### config.mk
export PLATFORM = sky130hd
export DESIGN_NAME = wdt_reset_timer
export DESIGN_NICKNAME = d
export VERILOG_FILES = /design/src/wdt_pkg.sv /design/src/wdt_prescaler.sv /design/src/wdt_counter.sv /design/src/wdt_reset_timer.sv
export SDC_FILE = /design/constraint.sdc
export NUM_CORES = 1
export LEC_CHECK = 0
export BUFFER_PORTS_ARGS = -buffer_cell sky130_fd_sc_hd__buf_2
export CORE_AREA = 2 2 97 89
export DETAILED_ROUTE_END_ITERATION = 12
export DIE_AREA = 0 0 99 91
export GPL_TIMING_DRIVEN = 1
export HOLD_SLACK_MARGIN = 0.06
export PLACE_DENSITY = 0.76
export SLEW_MARGIN = 10
export SYNTH_ARGS = -nofsm -noshare
export SYNTH_HDL_FRONTEND = slang
export SYNTH_SLANG_ARGS = --single-unit
### constraint.sdc
create_clock -name core_clk -period 2.06 [get_ports core_clk]
set_input_delay 0.412 -clock core_clk [delete_from_list [all_inputs] [get_ports core_clk]]
set_output_delay 0.412 -clock core_clk [all_outputs]
set_load 0.01 [all_outputs]
### src/wdt_pkg.sv
// Constants, register map and encodings for the watchdog reset timer.
// Assumes a single 50 MHz core clock and a 32-bit classic Wishbone slave port.
package wdt_pkg;

  // ****************************************
  // Clock and timing
  // ****************************************
  localparam int CLK_PERIOD_NS = 20;
  localparam int RESET_PULSE_NS = 1000;
  localparam int RESET_PULSE_CYCLES = (RESET_PULSE_NS + CLK_PERIOD_NS - 1) / CLK_PERIOD_NS;
  localparam logic [5:0] RESET_PULSE_LAST = 6'(RESET_PULSE_CYCLES - 1);

  // ****************************************
  // Register byte offsets
  // ****************************************
  localparam logic [7:0] OFS_CONTROL = 8'h00;
  localparam logic [7:0] OFS_COUNT = 8'h04;
  localparam logic [7:0] OFS_COMMAND = 8'h08;
  localparam logic [7:0] OFS_IRQ_STATUS = 8'h0c;
  localparam logic [7:0] OFS_IRQ_MASK = 8'h10;

  // ****************************************
  // Control register fields and reset values
  // ****************************************
  localparam int CTL_PRESCALE_BIT = 0;
  localparam int CTL_OVF_BIT = 1;
  localparam int CTL_SOFT_BIT = 2;
  localparam int CTL_SHORT_BIT = 3;
  localparam int CTL_LONG_BIT = 4;
  localparam int CTL_RELOAD_LSB = 8;
  localparam int CTL_RELOAD_MSB = 15;
  localparam logic [15:0] CTL_RST_PIN = 16'h001c;
  localparam logic [15:0] CTL_RST_SOFT = 16'h0004;
  localparam logic [15:0] CTL_RST_WDOG = 16'h0006;

  // ****************************************
  // Counter and prescaler
  // ****************************************
  localparam logic [15:0] COUNT_RST = 16'h0000;
  localparam logic [15:0] COUNT_MAX = 16'hffff;
  localparam int PRE_DIV_FAST = 2;
  localparam int PRE_DIV_SLOW = 128;
  localparam logic [6:0] PRE_LAST_FAST = 7'(PRE_DIV_FAST - 1);
  localparam logic [6:0] PRE_LAST_SLOW = 7'(PRE_DIV_SLOW - 1);

  // ****************************************
  // Command codes (low byte of the command register)
  // ****************************************
  localparam logic [7:0] CMD_SERVICE = 8'h01;
  localparam logic [7:0] CMD_END_INIT = 8'h02;
  localparam logic [7:0] CMD_DISABLE = 8'h03;
  localparam logic [7:0] CMD_SOFT_RESET = 8'h04;

  // ****************************************
  // Interrupt status bits
  // ****************************************
  localparam int IRQ_OVF_BIT = 0;
  localparam int IRQ_REFUSED_BIT = 1;
  localparam int IRQ_W = 2;

  typedef enum logic [0:0] {RS_RUN, RS_PULSE} wdt_rst_state_t;

endpackage

### src/wdt_prescaler.sv
// Tick generator dividing the core clock by 2 or by 128.
// Assumes clear and slowSelect are synchronous to core_clk.
`timescale 1ns/10ps
`default_nettype none
module wdt_prescaler (
  input wire logic core_clk,
  input wire logic rst,
  input wire logic clear,
  input wire logic slowSelect,
  output logic tick
);
  logic [6:0] div_q;
  logic [6:0] last;

  assign last = slowSelect ? wdt_pkg::PRE_LAST_SLOW : wdt_pkg::PRE_LAST_FAST;
  // Compare with >= so a switch from slow to fast never runs long
  assign tick = (div_q >= last);

  always_ff @(posedge core_clk) begin
    if (rst || clear || tick) begin
      div_q <= 7'h00;
    end else begin
      div_q <= div_q + 7'h01;
    end
  end
endmodule
`default_nettype wire

### src/wdt_counter.sv
// Sixteen bit watchdog up counter with service load and wrap detect.
// Assumes tick is a one-cycle enable from the prescaler.
`timescale 1ns/10ps
`default_nettype none
module wdt_counter (
  input wire logic core_clk,
  input wire logic rst,
  input wire logic clear,
  input wire logic load,
  input wire logic [7:0] loadHigh,
  input wire logic tick,
  input wire logic run,
  output logic [15:0] count,
  output logic wrap
);
  logic [15:0] count_q;

  assign count = count_q;
  // Clear is left out on purpose: it is built from wrap one level up
  assign wrap = run && tick && !load && (count_q == wdt_pkg::COUNT_MAX);

  always_ff @(posedge core_clk) begin
    if (rst || clear) begin
      count_q <= wdt_pkg::COUNT_RST;
    end else if (load) begin
      // Service beats a tick in the same cycle
      count_q <= {loadHigh, 8'h00};
    end else if (run && tick) begin
      count_q <= count_q + 16'h0001;
    end
  end
endmodule
`default_nettype wire

### src/wdt_reset_timer.sv
// Watchdog reset timer: Wishbone registers, commands, reset-cause flags,
// reset output sequencing and interrupt.
// Assumes rst is the pin reset, synchronous to core_clk; bus is classic Wishbone.
`timescale 1ns/10ps
`default_nettype none
module wdt_reset_timer (
  input wire logic core_clk,
  input wire logic rst,
  input wire logic [7:0] wb_adr_i,
  input wire logic [31:0] wb_dat_i,
  output logic [31:0] wb_dat_o,
  input wire logic [3:0] wb_sel_i,
  input wire logic wb_we_i,
  input wire logic wb_cyc_i,
  input wire logic wb_stb_i,
  output logic wb_ack_o,
  output logic irq,
  output logic resetOutputPinN
);

  // ****************************************
  // Bus decode
  // ****************************************
  logic wbAck_q;
  logic [31:0] wbDat_q;
  logic busReq;
  logic busWr;
  logic [7:0] wordAdr;
  logic wrCtl;
  logic wrCmd;
  logic wrCount;
  logic wrStat;
  logic wrMask;

  assign busReq = wb_cyc_i && wb_stb_i && !wbAck_q;
  assign busWr = busReq && wb_we_i;
  assign wordAdr = {wb_adr_i[7:2], 2'b00};
  assign wrCtl = busWr && (wordAdr == wdt_pkg::OFS_CONTROL);
  assign wrCount = busWr && (wordAdr == wdt_pkg::OFS_COUNT);
  assign wrCmd = busWr && (wordAdr == wdt_pkg::OFS_COMMAND) && wb_sel_i[0];
  assign wrStat = busWr && (wordAdr == wdt_pkg::OFS_IRQ_STATUS) && wb_sel_i[0];
  assign wrMask = busWr && (wordAdr == wdt_pkg::OFS_IRQ_MASK) && wb_sel_i[0];

  // ****************************************
  // Commands
  // ****************************************
  logic cmdService;
  logic cmdEndInit;
  logic cmdDisable;
  logic cmdSoftReset;
  logic wrap;
  logic intReset;
  logic initDone_q;
  logic enable_q;

  assign cmdService = wrCmd && (wb_dat_i[7:0] == wdt_pkg::CMD_SERVICE);
  assign cmdEndInit = wrCmd && (wb_dat_i[7:0] == wdt_pkg::CMD_END_INIT);
  assign cmdDisable = wrCmd && (wb_dat_i[7:0] == wdt_pkg::CMD_DISABLE);
  assign cmdSoftReset = wrCmd && (wb_dat_i[7:0] == wdt_pkg::CMD_SOFT_RESET);
  // Both internal reset sources restart the timer the same way
  assign intReset = wrap || cmdSoftReset;

  // ****************************************
  // Control register
  // ****************************************
  logic [7:0] ctlReload_q;
  logic ctlPrescale_q;
  logic [3:0] ctlFlags_q;
  logic [15:0] ctlValue;

  // Bits 7:5 reserved and read as zero
  assign ctlValue = {ctlReload_q, 3'b000, ctlFlags_q, ctlPrescale_q};

  always_ff @(posedge core_clk) begin
    if (rst) begin
      ctlReload_q <= wdt_pkg::CTL_RST_PIN[wdt_pkg::CTL_RELOAD_MSB:wdt_pkg::CTL_RELOAD_LSB];
      ctlPrescale_q <= wdt_pkg::CTL_RST_PIN[wdt_pkg::CTL_PRESCALE_BIT];
      ctlFlags_q <= wdt_pkg::CTL_RST_PIN[wdt_pkg::CTL_LONG_BIT:wdt_pkg::CTL_OVF_BIT];
    end else if (wrap) begin
      ctlReload_q <= wdt_pkg::CTL_RST_WDOG[wdt_pkg::CTL_RELOAD_MSB:wdt_pkg::CTL_RELOAD_LSB];
      ctlPrescale_q <= wdt_pkg::CTL_RST_WDOG[wdt_pkg::CTL_PRESCALE_BIT];
      ctlFlags_q <= wdt_pkg::CTL_RST_WDOG[wdt_pkg::CTL_LONG_BIT:wdt_pkg::CTL_OVF_BIT];
    end else if (cmdSoftReset) begin
      ctlReload_q <= wdt_pkg::CTL_RST_SOFT[wdt_pkg::CTL_RELOAD_MSB:wdt_pkg::CTL_RELOAD_LSB];
      ctlPrescale_q <= wdt_pkg::CTL_RST_SOFT[wdt_pkg::CTL_PRESCALE_BIT];
      ctlFlags_q <= wdt_pkg::CTL_RST_SOFT[wdt_pkg::CTL_LONG_BIT:wdt_pkg::CTL_OVF_BIT];
    end else begin
      if (wrCtl && wb_sel_i[1]) begin
        ctlReload_q <= wb_dat_i[wdt_pkg::CTL_RELOAD_MSB:wdt_pkg::CTL_RELOAD_LSB];
      end
      if (wrCtl && wb_sel_i[0]) begin
        ctlPrescale_q <= wb_dat_i[wdt_pkg::CTL_PRESCALE_BIT];
      end
      if (cmdEndInit) begin
        ctlFlags_q <= 4'h0;
      end else if (cmdService) begin
        ctlFlags_q[0] <= 1'b0;
      end
    end
  end

  // ****************************************
  // Enable and init window
  // ****************************************
  always_ff @(posedge core_clk) begin
    if (rst || intReset) begin
      initDone_q <= 1'b0;
    end else if (cmdService || cmdEndInit) begin
      initDone_q <= 1'b1;
    end
  end

  // Idle mode has no input here: counting never pauses for it
  always_ff @(posedge core_clk) begin
    if (rst || intReset) begin
      enable_q <= 1'b1;
    end else if (cmdDisable && !initDone_q) begin
      enable_q <= 1'b0;
    end
  end

  // ****************************************
  // Timer datapath
  // ****************************************
  logic tick;
  logic [15:0] count;

  wdt_prescaler u_prescaler (
    .core_clk(core_clk),
    .rst(rst),
    .clear(intReset),
    .slowSelect(ctlPrescale_q),
    .tick(tick)
  );

  wdt_counter u_counter (
    .core_clk(core_clk),
    .rst(rst),
    .clear(intReset),
    .load(cmdService),
    .loadHigh(ctlReload_q),
    .tick(tick),
    .run(enable_q),
    .count(count),
    .wrap(wrap)
  );

  // ****************************************
  // Reset output sequencer
  // ****************************************
  wdt_pkg::wdt_rst_state_t rstState_q;
  logic [5:0] rstCnt_q;
  logic resetOutN_q;

  always_ff @(posedge core_clk) begin
    if (rst) begin
      rstState_q <= wdt_pkg::RS_PULSE;
      rstCnt_q <= 6'h00;
    end else if (intReset) begin
      rstState_q <= wdt_pkg::RS_PULSE;
      rstCnt_q <= 6'h00;
    end else begin
      unique case (rstState_q)
        wdt_pkg::RS_RUN: begin
          rstCnt_q <= 6'h00;
        end
        wdt_pkg::RS_PULSE: begin
          if (rstCnt_q == wdt_pkg::RESET_PULSE_LAST) begin
            rstState_q <= wdt_pkg::RS_RUN;
          end
          rstCnt_q <= rstCnt_q + 6'h01;
        end
      endcase
    end
  end

  // Low during pin reset and for a fixed pulse after any reset
  always_ff @(posedge core_clk) begin
    if (rst || intReset) begin
      resetOutN_q <= 1'b0;
    end else begin
      resetOutN_q <= (rstState_q == wdt_pkg::RS_RUN);
    end
  end
  assign resetOutputPinN = resetOutN_q;

  // ****************************************
  // Interrupts
  // ****************************************
  logic [wdt_pkg::IRQ_W-1:0] irqStat_q;
  logic [wdt_pkg::IRQ_W-1:0] irqMask_q;
  logic [wdt_pkg::IRQ_W-1:0] irqSet;
  logic irq_q;

  assign irqSet = {cmdDisable && initDone_q, wrap};

  // Status survives internal resets so software can see why; set wins
  always_ff @(posedge core_clk) begin
    if (rst) begin
      irqStat_q <= '0;
    end else begin
      irqStat_q <= (irqStat_q & ~(wrStat ? wb_dat_i[wdt_pkg::IRQ_W-1:0] : '0)) | irqSet;
    end
  end

  always_ff @(posedge core_clk) begin
    if (rst) begin
      irqMask_q <= '0;
    end else if (wrMask) begin
      irqMask_q <= wb_dat_i[wdt_pkg::IRQ_W-1:0];
    end
  end

  always_ff @(posedge core_clk) begin
    if (rst) begin
      irq_q <= 1'b0;
    end else begin
      irq_q <= |(irqStat_q & irqMask_q);
    end
  end
  assign irq = irq_q;

  // ****************************************
  // Bus answer
  // ****************************************
  always_ff @(posedge core_clk) begin
    if (rst) begin
      wbAck_q <= 1'b0;
      wbDat_q <= 32'h0000_0000;
    end else begin
      wbAck_q <= busReq;
      if (busReq && !wb_we_i) begin
        unique case (wordAdr)
          wdt_pkg::OFS_CONTROL: wbDat_q <= {16'h0000, ctlValue};
          wdt_pkg::OFS_COUNT: wbDat_q <= {16'h0000, count};
          wdt_pkg::OFS_IRQ_STATUS: wbDat_q <= {30'h0000_0000, irqStat_q};
          wdt_pkg::OFS_IRQ_MASK: wbDat_q <= {30'h0000_0000, irqMask_q};
          default: wbDat_q <= 32'h0000_0000;
        endcase
      end
    end
  end
  assign wb_ack_o = wbAck_q;
  assign wb_dat_o = wbDat_q;
endmodule
`default_nettype wire

### After elaboration in Yosys (flattened, before gate mapping)

Index checks and enable logic that the tools add are counted.

| word-level totals | value |
|---|---|
| register bits after elaboration | 84 |
| output and inout port bits | 35 |
| logic and storage cells | 88 |

| cells by class | value |
|---|---|
| multiplexer cells | 13 |
| magnitude comparators | 1 |
| equality and inequality tests | 10 |
| $add $sub $neg | 3 |
| reductions and logical operators | 38 |
| bitwise operators | 5 |

Operators with widths:

| kind | count |
|---|---|
| 16-bit case mux with 4 select lines | 1 |
| 16-bit 2-to-1 mux | 2 |
| 1-bit logical AND | 22 |
| 16-bit by 1-bit adder with 16-bit output (second input constant) | 1 |
| 16-bit == test (second input constant) | 1 |
| 8-bit by 2-bit == test with 1-bit output (second input constant) | 2 |
| 6-bit by 2-bit == test with 1-bit output (second input constant) | 2 |
| 6-bit case mux with 2 select lines | 1 |
| 8-bit by 1-bit == test with 1-bit output (second input constant) | 1 |
| 8-bit by 3-bit == test with 1-bit output (second input constant) | 1 |
| 8-bit zero test | 1 |
| 4-bit 2-to-1 mux | 2 |
| 7-bit by 1-bit adder with 7-bit output (second input constant) | 1 |
| 7-bit greater-or-equal comparator | 1 |
| 7-bit 2-to-1 mux | 1 |
| 6-bit by 1-bit adder with 6-bit output (second input constant) | 1 |
| 6-bit by 1-bit == test with 1-bit output (second input constant) | 1 |
| 6-bit by 3-bit == test with 1-bit output (second input constant) | 1 |
| 6-bit == test (second input constant) | 1 |
| 2-bit OR reduction | 3 |
| 2-bit bitwise AND | 2 |
| 1-bit zero test | 4 |
| 1-bit logical OR | 4 |
| 1-bit 2-to-1 mux | 4 |
| other kinds (9) | 9 |

### Longest topological paths before layout

Gate-level depths: netlist (run 1).

| logic depth | value |
|---|---|
| depth after elaboration | 12 |
| mapped depth | 10 |
| mapped depth without buffers | 8 |

### By module

Synthesis (run 1) repeated with hierarchy kept, for this count alone.

| unflattened totals | value |
|---|---|
| cells, all modules | 378 |
| area total of the unflattened synthesis | 3412.0 um^2 |

Modules (own cells, without submodules):

| module | instances | area each (um^2) | cells an instance |
|---|---|---|---|
| wdt_reset_timer | 1 | 2100.8 | 226 |
| wdt_counter | 1 | 867.1 | 108 |
| wdt_prescaler | 1 | 444.2 | 44 |

### Worst setup path after synthesis (run 1)

No wires, ideal clock.

| timing path | value |
|---|---|
| path kind | flip-flop to flip-flop |
| from | register ctlPrescale_q |
| to | register u_counter.count_q[8] (netlist: u_counter.count[8]) |
| library setup time | 0.079 ns |
| data required time | 1.981 ns |
| stages on the path, launching flop included | 10 |
| clock period less this slack | 2.086 ns |
| setup slack | -0.026 ns |
| data arrival time | 2.007 ns |
| path through | dfxtp_1 > inv_1 > ha_1 > nand2_1 > o21ai_0 > o21a_1 > buf_1 > nand3_1 > xor2_1 > a211oi_2 |

| on the way | value |
|---|---|
| word-level cells in the longest chain between the ends | 7 |
| elaborated cells between the ends (all ways) | 8 |

Ends and longest elaborated chain:

| what | RTL line | RTL |
|---|---|---|
| start, declared | wdt_reset_timer.sv:67 | `logic ctlPrescale_q;` |
| start signal, assigned | wdt_reset_timer.sv:77 | `ctlPrescale_q <= wdt_pkg::CTL_RST_PIN[wdt_pkg::CTL_PRESCALE_BIT];` |
| start signal, assigned | wdt_reset_timer.sv:81 | `ctlPrescale_q <= wdt_pkg::CTL_RST_WDOG[wdt_pkg::CTL_PRESCALE_BIT];` |
| start signal, assigned | wdt_reset_timer.sv:85 | `ctlPrescale_q <= wdt_pkg::CTL_RST_SOFT[wdt_pkg::CTL_PRESCALE_BIT];` |
| 7-bit 2-to-1 mux * | wdt_prescaler.sv:15 | `assign last = slowSelect ? wdt_pkg::PRE_LAST_SLOW : wdt_pkg::PRE_LAST_FAST;` |
| 7-bit greater-or-equal comparator * | wdt_prescaler.sv:17 | `assign tick = (div_q >= last);` |
| 1-bit logical AND * | wdt_counter.sv:20, wdt_counter.sv:28 |  |
| 1-bit logical AND (2 in series) | wdt_counter.sv:20 | `assign wrap = run && tick && !load && (count_q == wdt_pkg::COUNT_MAX);` |
| 1-bit logical OR | wdt_reset_timer.sv:61 | `assign intReset = wrap \|\| cmdSoftReset;` |
| 1-bit logical OR | wdt_counter.sv:23 | `if (rst \|\| clear) begin` |
| end signal, assigned | wdt_counter.sv:24 | `count_q <= wdt_pkg::COUNT_RST;` |
| end signal, assigned | wdt_counter.sv:27 | `count_q <= {loadHigh, 8'h00};` |
| end signal, assigned | wdt_counter.sv:29 | `count_q <= count_q + 16'h0001;` |
| end, declared | wdt_counter.sv:16 | `logic [15:0] count_q;` |

Every way passes the cells marked *; elsewhere a longest branch is shown, timed or not.
A chain may end at the register's enable or synchronous reset.

### Final worst setup path (run 1)

| timing path | value |
|---|---|
| from | register ctlPrescale_q |
| to | register u_counter.count_q[9] (netlist: u_counter.count[9]) |

The elaborated chain is that of the path after synthesis.

==> metrics.cfg, run 1 <==
[synthesis]
yosys.area.top_type_share_pct=41.0
synth.top_cells.by_area=dfxtp_1, a22o_1, nor2_1, xor2_1, mux2i_1
synthesis.instances=354
ys_seq_area_share_pct=41.0
dominantRegCellSynth=dfxtp_1
synth_enable_flop_cells=0
synthesis.yosys.warnings=0
post-synth-top-count-cell=dfxtp_1
synth_seq_cells=67
post-synth-top-area-cell=dfxtp_1
synth.cells.most_frequent=dfxtp_1, nor2_1, a22o_1
synth.distinct_cells=48
post_synth_instance_area_um2=3270
synth_async_sr_flop_share_pct=0
avg_synthesized_cell_area_um2=9.24

[clock_network]
max-clock-path-buffers=2
cts_root_buf=clkbuf_8
cts.clk_slew.worst_paths_ps=70
tritoncts_num_sinks=67
cts_tree=done
clock_insertion_delay_worst_skew_ps=350
cts-buffers-inserted=9
cts-htree-levels=3

[pwr]
ir_worst_vdd_mv=0.400
p_sw_share_pct=25.7
leakage_nw=1.65
internal_power_w=0.00245
power.combinational.fraction_pct=17.3
total_switching_power_w=0.000846
power_frac_clock_pct=41.0
power_density_nw_per_um2=827
seq_power_share_pct=41.7

[final_layout]
area_growth_pct=21.6
finalNetCount=476
share_of_layout_cells_above_drive_strength_1_pct=26.8
stdcell_area_um2=3980
antennaDiodeCount=0
count_of_non_filler_cells_in_the_finished_layout=521

[global_route]
overflow=0
grt_max_degree=27
first_pass_grt_wire_length_mm=12.2
grt_util_all_layers_pct=16.7
antenna_found_initial=0
number_of_global_route_vias_before_repair=2676

[sta]
final.period_utilization_pct=96.8
fin_skew_ps=7.04
hold_ws_ps=307
final_worst_slack_ps=66.7
grt_setup_unrepaired=yes
timing.setup.tns_ps=0
slew_headroom_pct=48.9
setup_viol=0
timing.final.max_slew_violations=0
achievable-frequency_ghz=0.502
tightest_slew_ps=763
hold_viol_final=0
post-route-min-period_ps=1990

[placed_design]
placement.setup.worst_slack_ps=-96.0
dp_area_um2=3680
globalplace.congestion=0.812
placed_instance_count=504
dpl.hpwl_mm=5.31
io_buffers=47

[run_status]
status=completed

[setup_path]
critical_path_peak_fanout=8
endpoint_type_of_the_worst_setup_path=flop
slowest_delay_ps=350
crit_required_ps=2320
path_cells=inv_2 -> ha_1 -> a21oi_1 -> o21ai_1 -> o21a_2 -> buf_6 -> nand4_1 -> xor2_1 -> a211oi_2
setup.worst_path.class=flop to flop
critPathArrivalTime_ps=2250
critPathLaunchType=flop
max_stage_delay_cell_worst_path=dfxtp_1

[floorplan]
io_pins=84
initial_core_util_pct=41.1
dieWidth_um=99
die-area_um2=9010
core_region_area_um2=7950
placement_rows=31
die_height_um=91

[hold_path]
hold_path_class=input pin to flop

[detailed_routing]
first_iter_violations=150
ant_nets=0
routed_wire_length_per_instance_um=14.0
drc=0
routed_wirelength_mm=7.29
detailedRoute.firstPassIterationCount=4
drt-vias-per-instance=5.20
dr_total_vias=2711

[run]
drv.max_cap_violation_count=0

-- stage by stage --
stage	power [W]	util [%]
after floorplan	0.00172	-
after global placement	0.00188	46.3
after detailed placement	0.00190	46.3
after CTS	0.00327	49.7
after global routing	0.00343	50.0
final	0.00329	50.0
-- power by group through the flow --
| stage | sequential, W | clock [W] | combinational (W) |
|---|---|---|---|
| 6_report | 0.00137 | 0.00135 | 0.000568 |
| 5_1_grt | 0.00138 | 0.00142 | 0.000624 |
| 4_1_cts | 0.00137 | 0.00137 | 0.000526 |
| 3_5_place_dp | 0.00140 | 0 | 0.000492 |
| 3_3_place_gp | 0.00140 | 0 | 0.000477 |
| 2_1_floorplan | 0.00139 | 0 | 0.000320 |
-- per-layer routing --
metal	vias to the layer above	global-route usage, %	share of wire, %
li1	1346	-	-
met3	9	4.16	4.9
met4	0	6.74	1.1
met5	-	0	0
met1	1295	19.8	42
met2	61	28.7	51
-- area by class of cell --
class | count | area, µm²
timing repair buffer | 72 | 439
inverter | 5 | 18.8
clock inverter | 6 | 113
fill | 749 | 3970
multi-input combinational | 262 | 1810
clock buffer | 10 | 138
tap | 99 | 124
sequential | 67 | 1340
-- worst max-delay path, delay by kind of cell, from the launching register on --
family	cells	cell delay [ps]
buffers and inverters	2	230
XOR/XNOR	1	180
adder cells (fa/ha/maj)	1	310
AND/OR/NAND/NOR	1	110
AO/OA/AOI/OAI	4	720
flip-flops	1	350
-- kinds of logic after synthesis --
group / count (synthesis) / synth area share, %
AOI/OAI and AO/OA: 59 / 14.1
xor gates and xnor gates: 26 / 6.96
adders and majority gates: 10 / 3.82
buffers and inverters: 40 / 7.23
DFF: 67 / 41.0
muxes: 15 / 4.59
other: 1 / 0.115
and+or+nand+nor: 136 / 22.2
-- state kept, by name, summed over array words and instances, names as in the netlist --
name               cells
u_counter.count       16
wb_dat_o              16
ctlReload_q            8
u_prescaler.div_q      7
rstCnt_q               6
ctlFlags_q             3
irqMask_q              2
irqStat_q              2
ctlPrescale_q          1
enable_q               1
initDone_q             1
irq                    1
resetOutputPinN        1
rstState_q             1
wb_ack_o               1
-- cells in the final DEF (no fill, tap or decap), types with 2 or more instances in the layout --
| cell | n |
|---|---|
| dfxtp_1 | 67 |
| nor2_1 | 48 |
| buf_2 | 47 |
| buf_4 | 23 |
| a22o_1 | 22 |
| nand3_1 | 21 |
| nand2_1 | 19 |
| xor2_1 | 19 |
| conb_1 | 16 |
| mux2i_1 | 15 |
| a21oi_1 | 11 |
| clkbuf_8 | 10 |
| nand4_1 | 9 |
| ha_1 | 9 |
| and3_1 | 7 |
| xnor2_1 | 7 |
| a211oi_2 | 7 |
| inv_1 | 4 |
| or3_1 | 4 |
| o21ai_0 | 4 |
| nor3b_1 | 4 |
| and2_1 | 3 |
| a22oi_1 | 3 |
| bufinv_16 | 3 |
| nor2b_1 | 2 |
| or2_2 | 2 |
| nor3_1 | 2 |
| o31ai_1 | 2 |
| o22ai_1 | 2 |
| nor3b_2 | 2 |
| clkinv_4 | 2 |
-- what timing repair did --
action                     CTS  global route
setup buffers                1             0
resized for setup            3             6
hold buffers                 0             0
pin swaps                    1             0
setup endpoints to repair    5             8
-- final timing paths --
kind,from,cells after the start,slack (ps),end
worst min-delay path,wb_dat_i[9],3,310,ctlReload_q[1]
worst max-delay path,ctlPrescale_q,9,70,u_counter.count[9]
worst min register to register,wb_dat_o[5],2,470,wb_dat_o[5]
worst max register to register,ctlPrescale_q,9,70,u_counter.count[9]
Power figures use the tool's default switching activity.
==> inputs of run 2 (changes only) <==
CORE_AREA = 2 2 105 97   (was 2 2 97 89)
DIE_AREA = 0 0 107 99   (was 0 0 99 91)
PLACE_DENSITY = 0.65   (was 0.76)
clock period = 1.84 ns   (was 2.06 ns; I/O delays follow)
==> metrics.cfg, run 2 (same netlist as run 1, synthesis figures left out) <==
[setup_path]
endpoint_type_of_the_worst_setup_path=flop  ; unchanged
critPathArrivalTime_ps=2190  ; was 2250 ps
setup.worst_path.class=flop to flop  ; unchanged
cp-startpoint=ctlPrescale_q  ; unchanged
critPathLaunchType=flop  ; unchanged
crit_required_ps=2110  ; was 2320 ps
critical_path_peak_fanout=6  ; was 8
timing.rr.start=ctlPrescale_q  ; unchanged

[clock_network]
cts_root_buf=clkbuf_8  ; unchanged
cts-buffers-inserted=9  ; unchanged
cts-htree-levels=3  ; unchanged
clock_insertion_delay_worst_skew_ps=350  ; about the same
cts.clk_slew.worst_paths_ps=80  ; was 70 ps
cts_tree=done  ; unchanged
max-clock-path-buffers=2  ; unchanged
tritoncts_num_sinks=67  ; unchanged

[global_route]
first_pass_grt_wire_length_mm=12.8  ; was 12.2 mm
number_of_global_route_vias_before_repair=2749  ; was 2,676
grt_util_all_layers_pct=15.2  ; was 16.7%
antenna_found_initial=0  ; unchanged
grt_max_degree=27  ; unchanged
overflow=0  ; unchanged

[final_layout]
final_cell_mix=dfxtp_1, nor2_1, buf_2, buf_4, a22o_1  ; unchanged
share_of_layout_cells_above_drive_strength_1_pct=36.5  ; was 26.8%
area_growth_pct=34.7  ; was 21.6%
layout_commonest_cell=dfxtp_1  ; unchanged
finalNetCount=501  ; was 476
count_of_non_filler_cells_in_the_finished_layout=573  ; was 521
antennaDiodeCount=0  ; unchanged
stdcell_area_um2=4410  ; was 3980 µm²

[detailed_routing]
drc=0  ; unchanged
routed_wire_length_per_instance_um=13.9  ; was 14.0 µm
routed_wirelength_mm=7.97  ; was 7.29 mm
first_iter_violations=156  ; was 150
ant_nets=0  ; unchanged
dr_total_vias=2822  ; was 2,711
detailedRoute.firstPassIterationCount=4  ; unchanged
drt-vias-per-instance=4.92  ; was 5.20

[placed_design]
dp_area_um2=3880  ; was 3680 µm²
placed_instance_count=549  ; was 504
globalplace.congestion=0.799  ; was 0.812
dpl.hpwl_mm=5.61  ; was 5.31 mm
io_buffers=47  ; unchanged

[floorplan]
placement_rows=34  ; was 31
io_pins=84  ; unchanged
core_region_area_um2=9490  ; was 7950 µm²
initial_core_util_pct=34.5  ; was 41.1%
die-area_um2=10600  ; was 9010 µm²
dieWidth_um=107  ; was 99 µm
die_height_um=99  ; was 91 µm

[sta]
grt_setup_unrepaired=yes  ; unchanged
timing.final.max_slew_violations=0  ; unchanged
tightest_slew_ps=805  ; was 763 ps
setup_viol=9  ; was 0
timing.setup.tns_ps=-396  ; was 0 ps
achievable-frequency_ghz=0.522  ; was 0.502 GHz
slew_headroom_pct=46.2  ; was 48.9%
final_worst_slack_ps=-74.7  ; was 66.7 ps
fin_skew_ps=12.4  ; was 7.04 ps
final.period_utilization_pct=104  ; was 96.8%
hold_viol_final=0  ; unchanged
post-route-min-period_ps=1910  ; was 1990 ps

[run_status]
violations_in_the_final_reports=setup timing
status=finished, violations left  ; was completed

[hold_path]
hold_path_class=input pin to flop  ; unchanged
worstHoldStart=wb_dat_i[8]  ; was wb_dat_i[9]

[pwr]
finalPower_w=0.00366  ; was 0.00329 W
leakage_nw=1.81  ; was 1.65 nW
ir_worst_vdd_mv=0.421  ; was 0.400 mV
power_density_nw_per_um2=830  ; was 827 nW/µm²

[run]
drv.max_cap_violation_count=0  ; unchanged

run 2: cell types whose count changed in the layout (fill, tap and decap cells not counted), sizes merged:
cell and change:
inv +1, clkinvlp +1, bufinv -2, buf +23
clkbuf +3, clkinv -1
run 2: layer usage:
layer / routed length [µm] / up-vias / GRT usage, %
met4: 134 / 0 / 4.60
met5: 0 / - / 0
met2: 3840 / 56 / 25.6
met3: 307 / 12 / 4.30
li1: - / 1401 / -
met1: 3690 / 1353 / 18.8
run 2: path summary, 6_finish.rpt:
| path | endpoint | slack [ps] | cells after the start |
|---|---|---|---|
| setup reg to reg | u_counter.count[5] | -70 | 9 |
| hold / removal | ctlReload_q[0] | 260 | 3 |
| setup / recovery | u_counter.count[5] | -70 | 9 |
| hold reg to reg | wb_dat_o[7] | 470 | 2 |
run 2: cell type report:
cell class	instances	area [µm²]
Multi-Input combinational cell	262	1970
Tap cell	126	158
Fill cell	865	5080
Clock inverter	5	60.1
Inverter	5	26.3
Sequential cell	67	1350
Clock buffer	11	151
Timing Repair Buffer	97	701
run 2: what timing repair did:
action                                 CTS  global route
setup buffers                            2             2
cloned                                   1             3
setup endpoints to repair               43            43
gates resized for setup                 14            33
endpoints found under the hold margin    0             0
hold buffers                             0             0
pin swaps                                5            16
run 2: critical path, cell delays in order (launching register included):
cell and delay (ps):
dfxtp_4 380, inv_8 60, ha_1 280, nand3_2 70
a21oi_2 170, o21a_2 180, buf_6 130, nand2_2 60
or3_4 350, a21oi_2 150
run 2: where the power goes:
part	switching, W	internal (W)	total [W]
clock	0.000575	0.000704	0.00128
sequential	0.0000421	0.00149	0.00154
combinational	0.000381	0.000462	0.000844
total	0.000998	0.00266	0.00366
run 2: through the flow:
step                      hold slack (ps)  util (%)  setup slack (ps)
final                                 264      46.5             -74.7
after global placement                447      40.9              -245
after detailed placement              453      40.9              -358
after CTS                             253      43.9             -86.2
after floorplan                       426         -              -101
after global routing                  256      46.5              -161
